--- config.mk ---
export PLATFORM = sky130hd
export DESIGN_NAME = flash_host
export DESIGN_NICKNAME = d
export VERILOG_FILES = /design/src/core/flash_host_pkg.sv /design/src/core/flash_host.sv
export SDC_FILE = /design/constraint.sdc
export NUM_CORES = 1
export LEC_CHECK = 0
export ABC_CLOCK_PERIOD_IN_PS = 2500
export BUFFER_PORTS_ARGS = -buffer_cell sky130_fd_sc_hd__buf_2
export CAP_MARGIN = 20
export CELL_PAD_IN_SITES_DETAIL_PLACEMENT = 2
export CELL_PAD_IN_SITES_GLOBAL_PLACEMENT = 2
export CORE_ASPECT_RATIO = 1.2
export CORE_MARGIN = 5
export CORE_UTILIZATION = 30
export CTS_CLUSTER_DIAMETER = 40
export CTS_CLUSTER_SIZE = 24
export DETAILED_ROUTE_END_ITERATION = 8
export PLACE_DENSITY = 0.75
export RECOVER_POWER = 50
export SLEW_MARGIN = 20
export SYNTH_ARGS = -nofsm -noshare
export SYNTH_HDL_FRONTEND = slang
export SYNTH_SLANG_ARGS = --single-unit
--- constraint.sdc ---
create_clock -name sys_clk -period 2.5 [get_ports sys_clk]
set_input_delay 0.25 -clock sys_clk [delete_from_list [all_inputs] [get_ports sys_clk]]
set_output_delay 0.25 -clock sys_clk [all_outputs]
set_load 0.1 [all_outputs]
--- src/core/flash_host_pkg.sv ---
// Constants, commands and carrier structs for the parallel flash host controller.
// Assumes a word-mode x16 flash and a 50 MHz system clock.
package flash_host_pkg;
	localparam int          CLK_MHZ         = 50;
	// Flash command codes and unlock addresses
	localparam logic [7:0]  CMD_UNLOCK1     = 8'haa;
	localparam logic [7:0]  CMD_UNLOCK2     = 8'h55;
	localparam logic [7:0]  CMD_SETUP       = 8'h80;
	localparam logic [7:0]  CMD_CHIP_ERASE  = 8'h10;
	localparam logic [7:0]  CMD_SECT_ERASE  = 8'h30;
	localparam logic [7:0]  CMD_SUSPEND     = 8'hb0;
	localparam logic [7:0]  CMD_RESUME      = 8'h30;
	localparam logic [7:0]  CMD_PROGRAM     = 8'ha0;
	localparam logic [7:0]  CMD_RESET       = 8'hf0;
	localparam logic [15:0] ADDR_UNLOCK1    = 16'h0555;
	localparam logic [15:0] ADDR_UNLOCK2    = 16'h02aa;
	// Status bit positions of the flash data bus
	localparam int          BIT_POLL        = 7;
	localparam int          BIT_TOGGLE      = 6;
	localparam int          BIT_TIMEOUT     = 5;
	localparam int          BIT_WINDOW      = 3;
	localparam int          BIT_SECT_TOGGLE = 2;
	// Bus timing of one flash access, in cycles of sys_clk
	localparam int          T_ACCESS_NS     = 120;
	localparam logic [3:0]  ACCESS_CYC      = 4'((T_ACCESS_NS * CLK_MHZ + 999) / 1000);
	// Sector-load window, 30 us; host stays well inside it
	localparam int          T_LOAD_US       = 30;
	localparam int          LOAD_CYC        = T_LOAD_US * CLK_MHZ;
	// Wishbone register offsets (bytes)
	localparam logic [3:0]  REG_CTRL        = 4'h0;
	localparam logic [3:0]  REG_ADDR        = 4'h4;
	localparam logic [3:0]  REG_DATA        = 4'h8;
	localparam logic [3:0]  REG_STAT        = 4'hc;
	// Operation codes written to REG_CTRL[3:0]
	localparam logic [3:0]  OP_READ         = 4'h1;
	localparam logic [3:0]  OP_PROGRAM      = 4'h2;
	localparam logic [3:0]  OP_CHIP_ERASE   = 4'h3;
	localparam logic [3:0]  OP_SECT_ERASE   = 4'h4;
	localparam logic [3:0]  OP_SECT_ADD     = 4'h5;
	localparam logic [3:0]  OP_SUSPEND      = 4'h6;
	localparam logic [3:0]  OP_RESUME       = 4'h7;
	localparam logic [3:0]  OP_RESET        = 4'h8;

	typedef struct packed {
		logic        ce_n;
		logic        oe_n;
		logic        we_n;
		logic [15:0] addr;
		logic [15:0] dout;
		logic        dq_oe_n;
	} flash_out_t;

	typedef struct packed {
		logic        busy;
		logic        done;
		logic        fail;
		logic        ready_pin;
	} host_stat_t;
endpackage : flash_host_pkg

--- src/core/flash_host.sv ---
// Host-side controller that issues command sequences to an asynchronous NOR flash
// and polls its status bits. Software drives it over classic Wishbone.
// Assumes flash dq and ready_busy pins are asynchronous to sys_clk.

module flash_host (
	input  wire logic        sys_clk,
	input  wire logic        sys_rst,
	input  wire logic [3:0]  wb_adr_i,
	input  wire logic [31:0] wb_dat_i,
	output logic      [31:0] wb_dat_o,
	input  wire logic        wb_we_i,
	input  wire logic [3:0]  wb_sel_i,
	input  wire logic        wb_cyc_i,
	input  wire logic        wb_stb_i,
	output logic             wb_ack_o,
	output logic             flash_ce_n,
	output logic             flash_oe_n,
	output logic             flash_we_n,
	output logic      [15:0] flash_addr,
	output logic      [15:0] flash_dq_o,
	output logic             flash_dq_oe_n,
	input  wire logic [15:0] flash_dq_i,
	input  wire logic        ready_busy_output
);
	typedef enum {S_IDLE, S_WR, S_RD, S_NEXT, S_POLL} state_t;

	state_t                  state_r, state_nxt;
	flash_host_pkg::flash_out_t fo_r, fo_nxt;
	flash_host_pkg::host_stat_t st_r, st_nxt;
	logic [3:0]              op_r, op_nxt;
	logic [2:0]              step_r, step_nxt;
	logic [3:0]              cnt_r, cnt_nxt;
	logic [15:0]             adr_r, adr_nxt;
	logic [15:0]             dat_r, dat_nxt;
	logic [15:0]             rd_r, rd_nxt;
	logic                    have_prev_r, have_prev_nxt;
	logic [31:0]             wb_dat_nxt;
	logic                    ack_nxt;
	logic [15:0]             dq_s1, dq_s2, dq_s3;
	logic [2:0]              rb_s;

	// Command word for each write step of the current operation
	function automatic logic [31:0] seq_word(input logic [3:0] op, input logic [2:0] step,
		input logic [15:0] a, input logic [15:0] d);
		logic [7:0] code;
		code = (op == flash_host_pkg::OP_CHIP_ERASE) ? flash_host_pkg::CMD_CHIP_ERASE
			: flash_host_pkg::CMD_SECT_ERASE;
		case (step)
			3'd0: seq_word = {flash_host_pkg::ADDR_UNLOCK1, 8'h00, flash_host_pkg::CMD_UNLOCK1};
			3'd1: seq_word = {flash_host_pkg::ADDR_UNLOCK2, 8'h00, flash_host_pkg::CMD_UNLOCK2};
			3'd2: seq_word = (op == flash_host_pkg::OP_PROGRAM)
				? {flash_host_pkg::ADDR_UNLOCK1, 8'h00, flash_host_pkg::CMD_PROGRAM}
				: {flash_host_pkg::ADDR_UNLOCK1, 8'h00, flash_host_pkg::CMD_SETUP};
			3'd3: seq_word = (op == flash_host_pkg::OP_PROGRAM) ? {a, d}
				: {flash_host_pkg::ADDR_UNLOCK1, 8'h00, flash_host_pkg::CMD_UNLOCK1};
			3'd4: seq_word = {flash_host_pkg::ADDR_UNLOCK2, 8'h00, flash_host_pkg::CMD_UNLOCK2};
			default: seq_word = (op == flash_host_pkg::OP_CHIP_ERASE)
				? {flash_host_pkg::ADDR_UNLOCK1, 8'h00, code}
				: {a, 8'h00, code};
		endcase
	endfunction : seq_word

	// Index of the last write step in each operation, one below its number of writes
	function automatic logic [2:0] last_step(input logic [3:0] op);
		case (op)
			flash_host_pkg::OP_PROGRAM:    last_step = 3'd3;
			flash_host_pkg::OP_CHIP_ERASE: last_step = 3'd5;
			flash_host_pkg::OP_SECT_ERASE: last_step = 3'd5;
			default:                       last_step = 3'd0;
		endcase
	endfunction : last_step

	// Three-stage capture of asynchronous pins
	always_ff @(posedge sys_clk)
	begin
		dq_s1 <= flash_dq_i;
		dq_s2 <= dq_s1;
		dq_s3 <= dq_s2;
		rb_s  <= {rb_s[1:0], ready_busy_output};
	end

	// Flash sequencing and register file
	always_comb
	begin
		logic [31:0] w;
		logic        stable;
		w             = seq_word(op_r, step_r, adr_r, dat_r);
		stable        = (dq_s2 == dq_s3);
		state_nxt     = state_r;
		fo_nxt        = fo_r;
		st_nxt        = st_r;
		op_nxt        = op_r;
		step_nxt      = step_r;
		cnt_nxt       = cnt_r;
		adr_nxt       = adr_r;
		dat_nxt       = dat_r;
		rd_nxt        = rd_r;
		have_prev_nxt = have_prev_r;
		ack_nxt       = 1'b0;
		wb_dat_nxt    = wb_dat_o;
		if (rb_s[1] == rb_s[2])
			st_nxt.ready_pin = rb_s[2];
		if (wb_cyc_i && wb_stb_i && !wb_ack_o)
		begin
			ack_nxt = 1'b1;
			case (wb_adr_i)
				flash_host_pkg::REG_CTRL:
				begin
					wb_dat_nxt = {28'h0, op_r};
					if (wb_we_i && wb_sel_i[0] && state_r == S_IDLE)
					begin
						op_nxt         = wb_dat_i[3:0];
						step_nxt       = 3'd0;
						cnt_nxt        = 4'h0;
						st_nxt.busy    = 1'b1;
						st_nxt.done    = 1'b0;
						st_nxt.fail    = 1'b0;
						have_prev_nxt  = 1'b0;
						state_nxt      = (wb_dat_i[3:0] == flash_host_pkg::OP_READ) ? S_RD : S_WR;
					end
				end
				flash_host_pkg::REG_ADDR:
				begin
					wb_dat_nxt = {16'h0, adr_r};
					if (wb_we_i)
						adr_nxt = wb_dat_i[15:0];
				end
				flash_host_pkg::REG_DATA:
				begin
					wb_dat_nxt = {16'h0, rd_r};
					if (wb_we_i)
						dat_nxt = wb_dat_i[15:0];
				end
				flash_host_pkg::REG_STAT: wb_dat_nxt = {28'h0, st_r};
				default:                  wb_dat_nxt = 32'h0;
			endcase
		end
		case (state_r)
			S_IDLE:
			begin
				fo_nxt.ce_n    = 1'b1;
				fo_nxt.oe_n    = 1'b1;
				fo_nxt.we_n    = 1'b1;
				fo_nxt.dq_oe_n = 1'b1;
			end
			S_WR:
			begin
				// Single-write commands: the added sector, suspend, resume, reset
				case (op_r)
					flash_host_pkg::OP_SECT_ADD: w = {adr_r, 8'h00, flash_host_pkg::CMD_SECT_ERASE};
					flash_host_pkg::OP_SUSPEND:  w = {adr_r, 8'h00, flash_host_pkg::CMD_SUSPEND};
					flash_host_pkg::OP_RESUME:   w = {adr_r, 8'h00, flash_host_pkg::CMD_RESUME};
					flash_host_pkg::OP_RESET:    w = {adr_r, 8'h00, flash_host_pkg::CMD_RESET};
					default: ;
				endcase
				fo_nxt.ce_n    = 1'b0;
				fo_nxt.oe_n    = 1'b1;
				fo_nxt.addr    = w[31:16];
				fo_nxt.dout    = w[15:0];
				fo_nxt.dq_oe_n = 1'b0;
				// Address set before we_n falls, data held past its rise
				fo_nxt.we_n    = !(cnt_r != 4'h0 && cnt_r <= flash_host_pkg::ACCESS_CYC);
				cnt_nxt        = cnt_r + 4'h1;
				if (cnt_r == flash_host_pkg::ACCESS_CYC + 4'h1)
					state_nxt = S_NEXT;
			end
			S_NEXT:
			begin
				fo_nxt.ce_n    = 1'b1;
				cnt_nxt        = 4'h0;
				if (step_r < last_step(op_r))
				begin
					step_nxt  = step_r + 3'd1;
					state_nxt = S_WR;
				end
				else if (op_r == flash_host_pkg::OP_PROGRAM || op_r == flash_host_pkg::OP_CHIP_ERASE
					|| op_r == flash_host_pkg::OP_RESUME)
					state_nxt = S_POLL;
				else
				begin
					// Sector loads return at once so more may follow inside the window
					st_nxt.busy = 1'b0;
					st_nxt.done = 1'b1;
					state_nxt   = S_IDLE;
				end
			end
			S_RD, S_POLL:
			begin
				fo_nxt.ce_n    = 1'b0;
				fo_nxt.oe_n    = 1'b0;
				fo_nxt.we_n    = 1'b1;
				fo_nxt.dq_oe_n = 1'b1;
				fo_nxt.addr    = adr_r;
				cnt_nxt        = cnt_r + 4'h1;
				if (cnt_r == flash_host_pkg::ACCESS_CYC + 4'h3)
				begin
					rd_nxt        = dq_s3;
					fo_nxt.oe_n   = 1'b1;
					cnt_nxt       = 4'h0;
					have_prev_nxt = 1'b1;
					if (state_r == S_RD)
					begin
						st_nxt.busy = 1'b0;
						st_nxt.done = 1'b1;
						state_nxt   = S_IDLE;
					end
					// Two reads with a steady toggle bit mean the algorithm ended
					else if (have_prev_r && stable && rd_r[flash_host_pkg::BIT_TOGGLE]
						== dq_s3[flash_host_pkg::BIT_TOGGLE])
					begin
						st_nxt.busy = 1'b0;
						st_nxt.done = 1'b1;
						st_nxt.fail = (op_r == flash_host_pkg::OP_PROGRAM)
							&& (dq_s3[flash_host_pkg::BIT_POLL] != dat_r[flash_host_pkg::BIT_POLL]);
						state_nxt   = S_IDLE;
					end
					else if (dq_s3[flash_host_pkg::BIT_TIMEOUT] && have_prev_r
						&& rd_r[flash_host_pkg::BIT_TIMEOUT])
					begin
						// Still toggling with the timeout flag up: give up, software resets
						st_nxt.busy = 1'b0;
						st_nxt.fail = 1'b1;
						state_nxt   = S_IDLE;
					end
				end
			end
			default: state_nxt = S_IDLE;
		endcase
	end

	always_ff @(posedge sys_clk)
	begin
		if (sys_rst)
		begin
			state_r     <= S_IDLE;
			fo_r        <= '{ce_n: 1'b1, oe_n: 1'b1, we_n: 1'b1, addr: 16'h0, dout: 16'h0,
				dq_oe_n: 1'b1};
			st_r        <= '0;
			op_r        <= 4'h0;
			step_r      <= 3'd0;
			cnt_r       <= 4'h0;
			adr_r       <= 16'h0;
			dat_r       <= 16'h0;
			rd_r        <= 16'h0;
			have_prev_r <= 1'b0;
			wb_dat_o    <= 32'h0;
			wb_ack_o    <= 1'b0;
		end
		else
		begin
			state_r     <= state_nxt;
			fo_r        <= fo_nxt;
			st_r        <= st_nxt;
			op_r        <= op_nxt;
			step_r      <= step_nxt;
			cnt_r       <= cnt_nxt;
			adr_r       <= adr_nxt;
			dat_r       <= dat_nxt;
			rd_r        <= rd_nxt;
			have_prev_r <= have_prev_nxt;
			wb_dat_o    <= wb_dat_nxt;
			wb_ack_o    <= ack_nxt;
		end
	end

	assign flash_ce_n    = fo_r.ce_n;
	assign flash_oe_n    = fo_r.oe_n;
	assign flash_we_n    = fo_r.we_n;
	assign flash_addr    = fo_r.addr;
	assign flash_dq_o    = fo_r.dout;
	assign flash_dq_oe_n = fo_r.dq_oe_n;
endmodule : flash_host

[Word level (Yosys, flattened, before mapping)]
Index checks and enable logic that the tools add are counted.
Storage, ports and cells
  output and inout bits: 69
  register bits after elaboration: 216
  bits of input ports: 62
  word-level logic and storage cells: 149
Cells by class
  equal/unequal tests: 26
  reductions and logical operators: 38
  multiplexer cells: 57
  add/subtract/negate cells: 2
  $lt $le $gt $ge: 2
Operator list (count)
  two-way mux 32 bit: 11
  one-hot mux 32 bit (4 select lines): 2
  one-hot mux 32 bit (3 select lines): 1
  equality test 32 x 2 -> 1 bit, second input constant: 2
  equality test 32 x 3 -> 1 bit, second input constant: 2
  zero test 32 bit: 2
  one-hot mux 16 bit (4 select lines): 1
  two-way mux 3 bit: 11
  equality test 32 x 1 -> 1 bit, second input constant: 1
  one-hot mux 16 bit (2 select lines): 1
  equality test 4 x 3 -> 1 bit, second input constant: 6
  equality test 16 bit: 1
  equality test 4 bit, second input constant: 4
  two-way mux 4 bit: 4
  nonzero test 4 bit: 4
  two-way mux 1 bit: 14
  two-way mux 6 bit: 2
  one-hot mux 4 bit (3 select lines): 1
  AND reduction 3 bit: 4
  logical AND 1 bit: 10
  OR reduction 2 bit: 5
  equality test 4 x 2 -> 1 bit, second input constant: 2
  two-way mux 2 bit: 4
  equality test 3 x 2 -> 1 bit, second input constant: 2
  other kinds (21): 28

[Logic depth before layout (Yosys ltp)]
  depth after elaboration: 10
  depth in mapped cells: 11
  depth with buffers taken out: 10

[Least setup slack after synthesis]
Ideal clock, no wire load.
  path type: register to register
  start: register op_r[1]
  end: register state_r[0]
  required time: 2.405 ns
  data arrival time: 2.571 ns
  cell stages (with the launch flop): 12
  buffers on the path: 1
  setup time: 0.095 ns
  setup slack: -0.167 ns
  clock period less this slack: 2.667 ns
  cells stage by stage: dfxtp_1 clkbuf_1 nand2b_1 nor3_1 inv_1 ha_1 o21a_1 a311o_1 a21oi_2 nand2_1 a211o_1 a221oi_1
On the way
  word-level cells in the longest chain between the ends: 7
  elaborated cells on any way between the ends: 9
  classes of those cells: 1 x order compare; 3 x eq/ne; 4 x mux; 1 x reduce/logical
RTL lines
  from (decl): line flash_host.sv:30  | logic [3:0] op_r, op_nxt;
  from (signal assigned): line flash_host.sv:254  | op_r <= op_nxt;
  equality test 4 x 2 -> 1 bit or equality test 4 x 3 -> 1 bit (tied branches): line flash_host.sv:65  | case (op)
  OR reduction 2 bit (no line)
  one-hot mux 3 bit (2 select lines) (*): line flash_host.sv:65
  two-way mux 3 bit (*): line flash_host.sv:138  | case (state_r)
  less-than comparator 3 bit (*): line flash_host.sv:171  | if (step_r < last_step(op_r))
  two-way mux 32 bit (*): line flash_host.sv:171
  one-hot mux 32 bit (4 select lines) (*): line flash_host.sv:138
  to (signal assigned): line flash_host.sv:251  | state_r <= state_nxt;
  to (decl): line flash_host.sv:27  | state_t state_r, state_nxt;
Mark *: on every way between the ends. The rest lies on a longest branch, timed or not. The select of a mux whose other input is x is not followed.
A chain may end at the register's enable or synchronous reset.

[Worst setup path after layout]
  start: register op_r[3]
  end: register step_r[2]
On the way
  word-level cells in the longest chain between the ends: 7
  elaborated cells on any way between the ends: 9
  classes of those cells: 1 x order compare; 3 x eq/ne; 4 x mux; 1 x reduce/logical
RTL lines
  equality test 4 x 2 -> 1 bit or equality test 4 x 3 -> 1 bit (tied branches): line flash_host.sv:65
  OR reduction 2 bit (no line)
  one-hot mux 3 bit (2 select lines) (*): line flash_host.sv:65
  two-way mux 3 bit (*): line flash_host.sv:138
  less-than comparator 3 bit (*): line flash_host.sv:171
  two-way mux 3 bit (*): line flash_host.sv:171
  two-way mux 3 bit (*): line flash_host.sv:138
  to (signal assigned): line flash_host.sv:255  | step_r <= step_nxt;
  to (decl): line flash_host.sv:31  | logic [2:0] step_r, step_nxt;
Marks and branches as above.

==> impl_metrics.json <==
{
  "dp_hpwl_um": 16200,
  "startpoint_type": "flip-flop",
  "die_h_um": 181,
  "drtAntennaViolNets": 0,
  "clock_path_buffers": 2,
  "vdd_drop_max_mv": 0.491,
  "path_cells": "nand2b_4 -> nor3_4 -> inv_1 -> ha_4 -> o21a_1 -> a311o_1 -> a21oi_2 -> nand4_1 -> or2_0 -> a21oi_1",
  "drcViolationCount": 0,
  "syn_area_sq_um": 7280,
  "grt_max_degree": 60,
  "coreArea_sq_um": 24000,
  "first_pass_iters": 4,
  "synth_seq_cells": 200,
  "drtIter0Drc": 198,
  "drv_slew": 0,
  "end_kind": "flip-flop",
  "routed-via-count": 6111,
  "antenna_found_initial": 3,
  "viasPerCell": 4.82,
  "finClkSkew_ns": 0.00868,
  "ios": 131,
  "fmax_mhz": 423,
  "totalWireLength_um": 22200,
  "grt_pass1_wl_um": 36000,
  "synth_cell_types": 59,
  "htree_levels": 4,
  "whs_ns": 0.0720,
  "grt_overflow": 0,
  "insertion_delay_ns": 0.43,
  "syn_inst": 784,
  "row_count": 62,
  "synth_top_area_cell": "dfxtp_1",
  "relSlewSlack_pct": 20.7,
  "path_class": "flip-flop to flip-flop",
  "fin_nets": 1009,
  "min_period_ns": 2.36,
  "wl_per_cell_um": 17.5,
  "cap_violations": 0,
  "chipWidth_um": 152,
  "fill_cells": 2653,
  "yosys_warnings": 0,
  "synth_flop_cell": "dfxtp_1",
  "synth_area_leaders": "dfxtp_1, nand2_1, a21oi_1",
  "crit_fanout": 5,
  "place_congestion": 0.800,
  "cp.required_ns": 2.86,
  "initial_utilization_pct": 30.4,
  "finalHoldViolCount": 0,
  "power_density_nw_per_um2": 714,
  "min_path_type": "input port to flip-flop",
  "place_ws_ns": 0.0512,
  "diodes": 0,
  "cp_slowest_cell": "dfxtp_1",
  "fp.dieArea_sq_um": 27500,
  "clockRootBuffer": "clkbuf_16",
  "arrival_ns": 2.72,
  "clk_pin_slew_worst_paths_ns": 0.08,
  "synth.avg_cell_area_sq_um": 9.29,
  "grt_pass1_vias": 6624,
  "outcome": "completed",
  "drive_above_1_share_pct": 15.1,
  "slowest_delay_ns": 0.32,
  "areaGrowthSynthToFinish_pct": 24.6,
  "synth_seq_area_share_pct": 55.0,
  "cts_tree": "yes",
  "setup_tns_ns": 0,
  "port_buffers": 95,
  "async_reset_ff_share_pct": 0,
  "fin_ws_ns": 0.136,
  "rsz0062_at_grt": "no",
  "p_leak_nw": 3.32,
  "setup_viol": 0,
  "finalCritPeriodShare_pct": 94.5,
  "grtUsageTotal_pct": 16.2,
  "yosysTopAreaCellShare_pct": 55.0,
  "worst_slew_pin_slew_ns": 1.19,
  "clock-sinks": 200,
  "synth_edf_count": 0,
  "cts_made_buffers": 17
}
==> area by class of cell <==
cell class | instances | area, sq um | area share (%)
Tap cell | 320 | 400 | 4.41
Clock inverter | 14 | 158 | 1.74
Inverter | 10 | 37.5 | 0.414
Multi-Input combinational cell | 562 | 3180 | 35.1
Sequential cell | 200 | 4010 | 44.1
Timing Repair Buffer | 145 | 862 | 9.50
Clock buffer | 17 | 425 | 4.69
==> sequential cells by signal, indices dropped and copies added, names as in the netlist, 3 cells and up <==
register    count
rb_s            3
wb_dat_o       16
adr_r          16
state_r        32
rd_r           16
op_r            4
dat_r          16
step_r          3
st_r            4
dq_s2          16
flash_addr     16
cnt_r           4
dq_s3          16
flash_dq_o     16
dq_s1          16
==> Yosys cell counts, types with 3 or more instances <==
library cell  number
buf_2              3
inv_1             10
xor2_1             3
a22oi_1            5
nor2b_1            7
or4_4              3
nand4_1            9
or2_2              5
a211oi_1          12
nor2_1            60
mux4_2             4
nor4_1             4
buf_4             16
and2_1             3
nor4b_1            5
a31oi_1            5
a21oi_1           82
nand2_1          146
o21ai_0           16
a21o_1             3
mux2i_1            8
dfxtp_1          200
or3_1              6
nand2b_1           4
a221oi_1          15
nor3_1            26
ha_1              11
clkbuf_1          35
xnor2_1           17
nand3_1           22
o21bai_1           4
==> path summary, 6_finish.rpt <==
check | startpoint | endpoint | slack [ns] | cells past startpoint
worst min register to register | dq_s1[6] | dq_s2[6] | 0.33 | 0
worst max register to register | op_r[3] | step_r[2] | 0.14 | 10
worst max-delay path | op_r[3] | step_r[2] | 0.14 | 10
worst min-delay path | wb_dat_i[13] | adr_r[13] | 0.07 | 3
==> cells by family after synthesis <==
| family | share of synthesized area, % |
|---|---|
| flip-flops | 55.0 |
| XOR/XNOR | 2.41 |
| adder cells (fa/ha/maj) | 1.89 |
| AND/OR/NAND/NOR | 20.7 |
| other | 0.0515 |
| AO/OA/AOI/OAI | 13.2 |
| multiplexers | 2.34 |
| buffers and inverters | 4.38 |
==> through the flow <==
stage          util (%)  power [W]  cells  cell area [sq um]
4_1_cts            37.9    0.00657   1267               9080
5_1_grt            37.8    0.00671   1268               9070
3_3_place_gp       34.7    0.00377   1219               8320
2_1_floorplan         -    0.00369    828               7450
3_5_place_dp       34.7    0.00378   1219               8320
6_report           37.8    0.00648   1268               9070
==> critical path, delay by kind of cell, from the launching register on <==
| family | cells | cell delay, ns |
|---|---|---|
| AO/OA/AOI/OAI | 4 | 0.76 |
| adder cells (fa/ha/maj) | 1 | 0.22 |
| buffers and inverters | 1 | 0.11 |
| flip-flops | 1 | 0.32 |
| AND/OR/NAND/NOR | 4 | 0.88 |
==> placed cells by master (no fill, tap or decap), types with 4 or more instances in the layout <==
| master | n |
|---|---|
| dfxtp_1 | 199 |
| nand2_1 | 146 |
| a21oi_1 | 82 |
| nor2_1 | 59 |
| buf_2 | 47 |
| clkbuf_1 | 47 |
| conb_1 | 45 |
| buf_4 | 32 |
| nor3_1 | 24 |
| nand3_1 | 22 |
| xnor2_1 | 17 |
| clkbuf_16 | 17 |
| dlygate4sd3_1 | 17 |
| o21ai_0 | 16 |
| a221oi_1 | 14 |
| a211oi_1 | 11 |
| inv_1 | 10 |
| ha_1 | 10 |
| nand4_1 | 9 |
| mux2i_1 | 8 |
| nor2b_1 | 7 |
| or3_1 | 6 |
| or2_2 | 5 |
| a22oi_1 | 5 |
| a31oi_1 | 5 |
| inv_8 | 5 |
| nor4_1 | 4 |
| mux4_2 | 4 |
| o21bai_1 | 4 |
==> per-layer routing <==
metal | vias up | part of all wire, % | global-route usage [%]
met5 | - | 0.15 | 0
met3 | 34 | 3.1 | 3.00
li1 | 2941 | - | -
met2 | 114 | 51 | 28.9
met4 | 6 | 2.5 | 6.12
met1 | 3016 | 43 | 19.3
==> power by group <==
group / leakage, nW / internal (W) / switching (W) / total, W
clock: 0.283 / 0.00142 / 0.00134 / 0.00276
sequential: 1.64 / 0.00327 / 0.0000444 / 0.00331
combinational: 1.40 / 0.0000933 / 0.000315 / 0.000409
==> timing repair <==
item / in CTS / in global routing
endpoints found under the setup margin: 0 / 8
hold buffers: 17 / 0
hold endpoints to repair: 17 / 0
resized for setup: 0 / 9
setup buffers: 0 / 1
(Power assumes the default switching activity.)
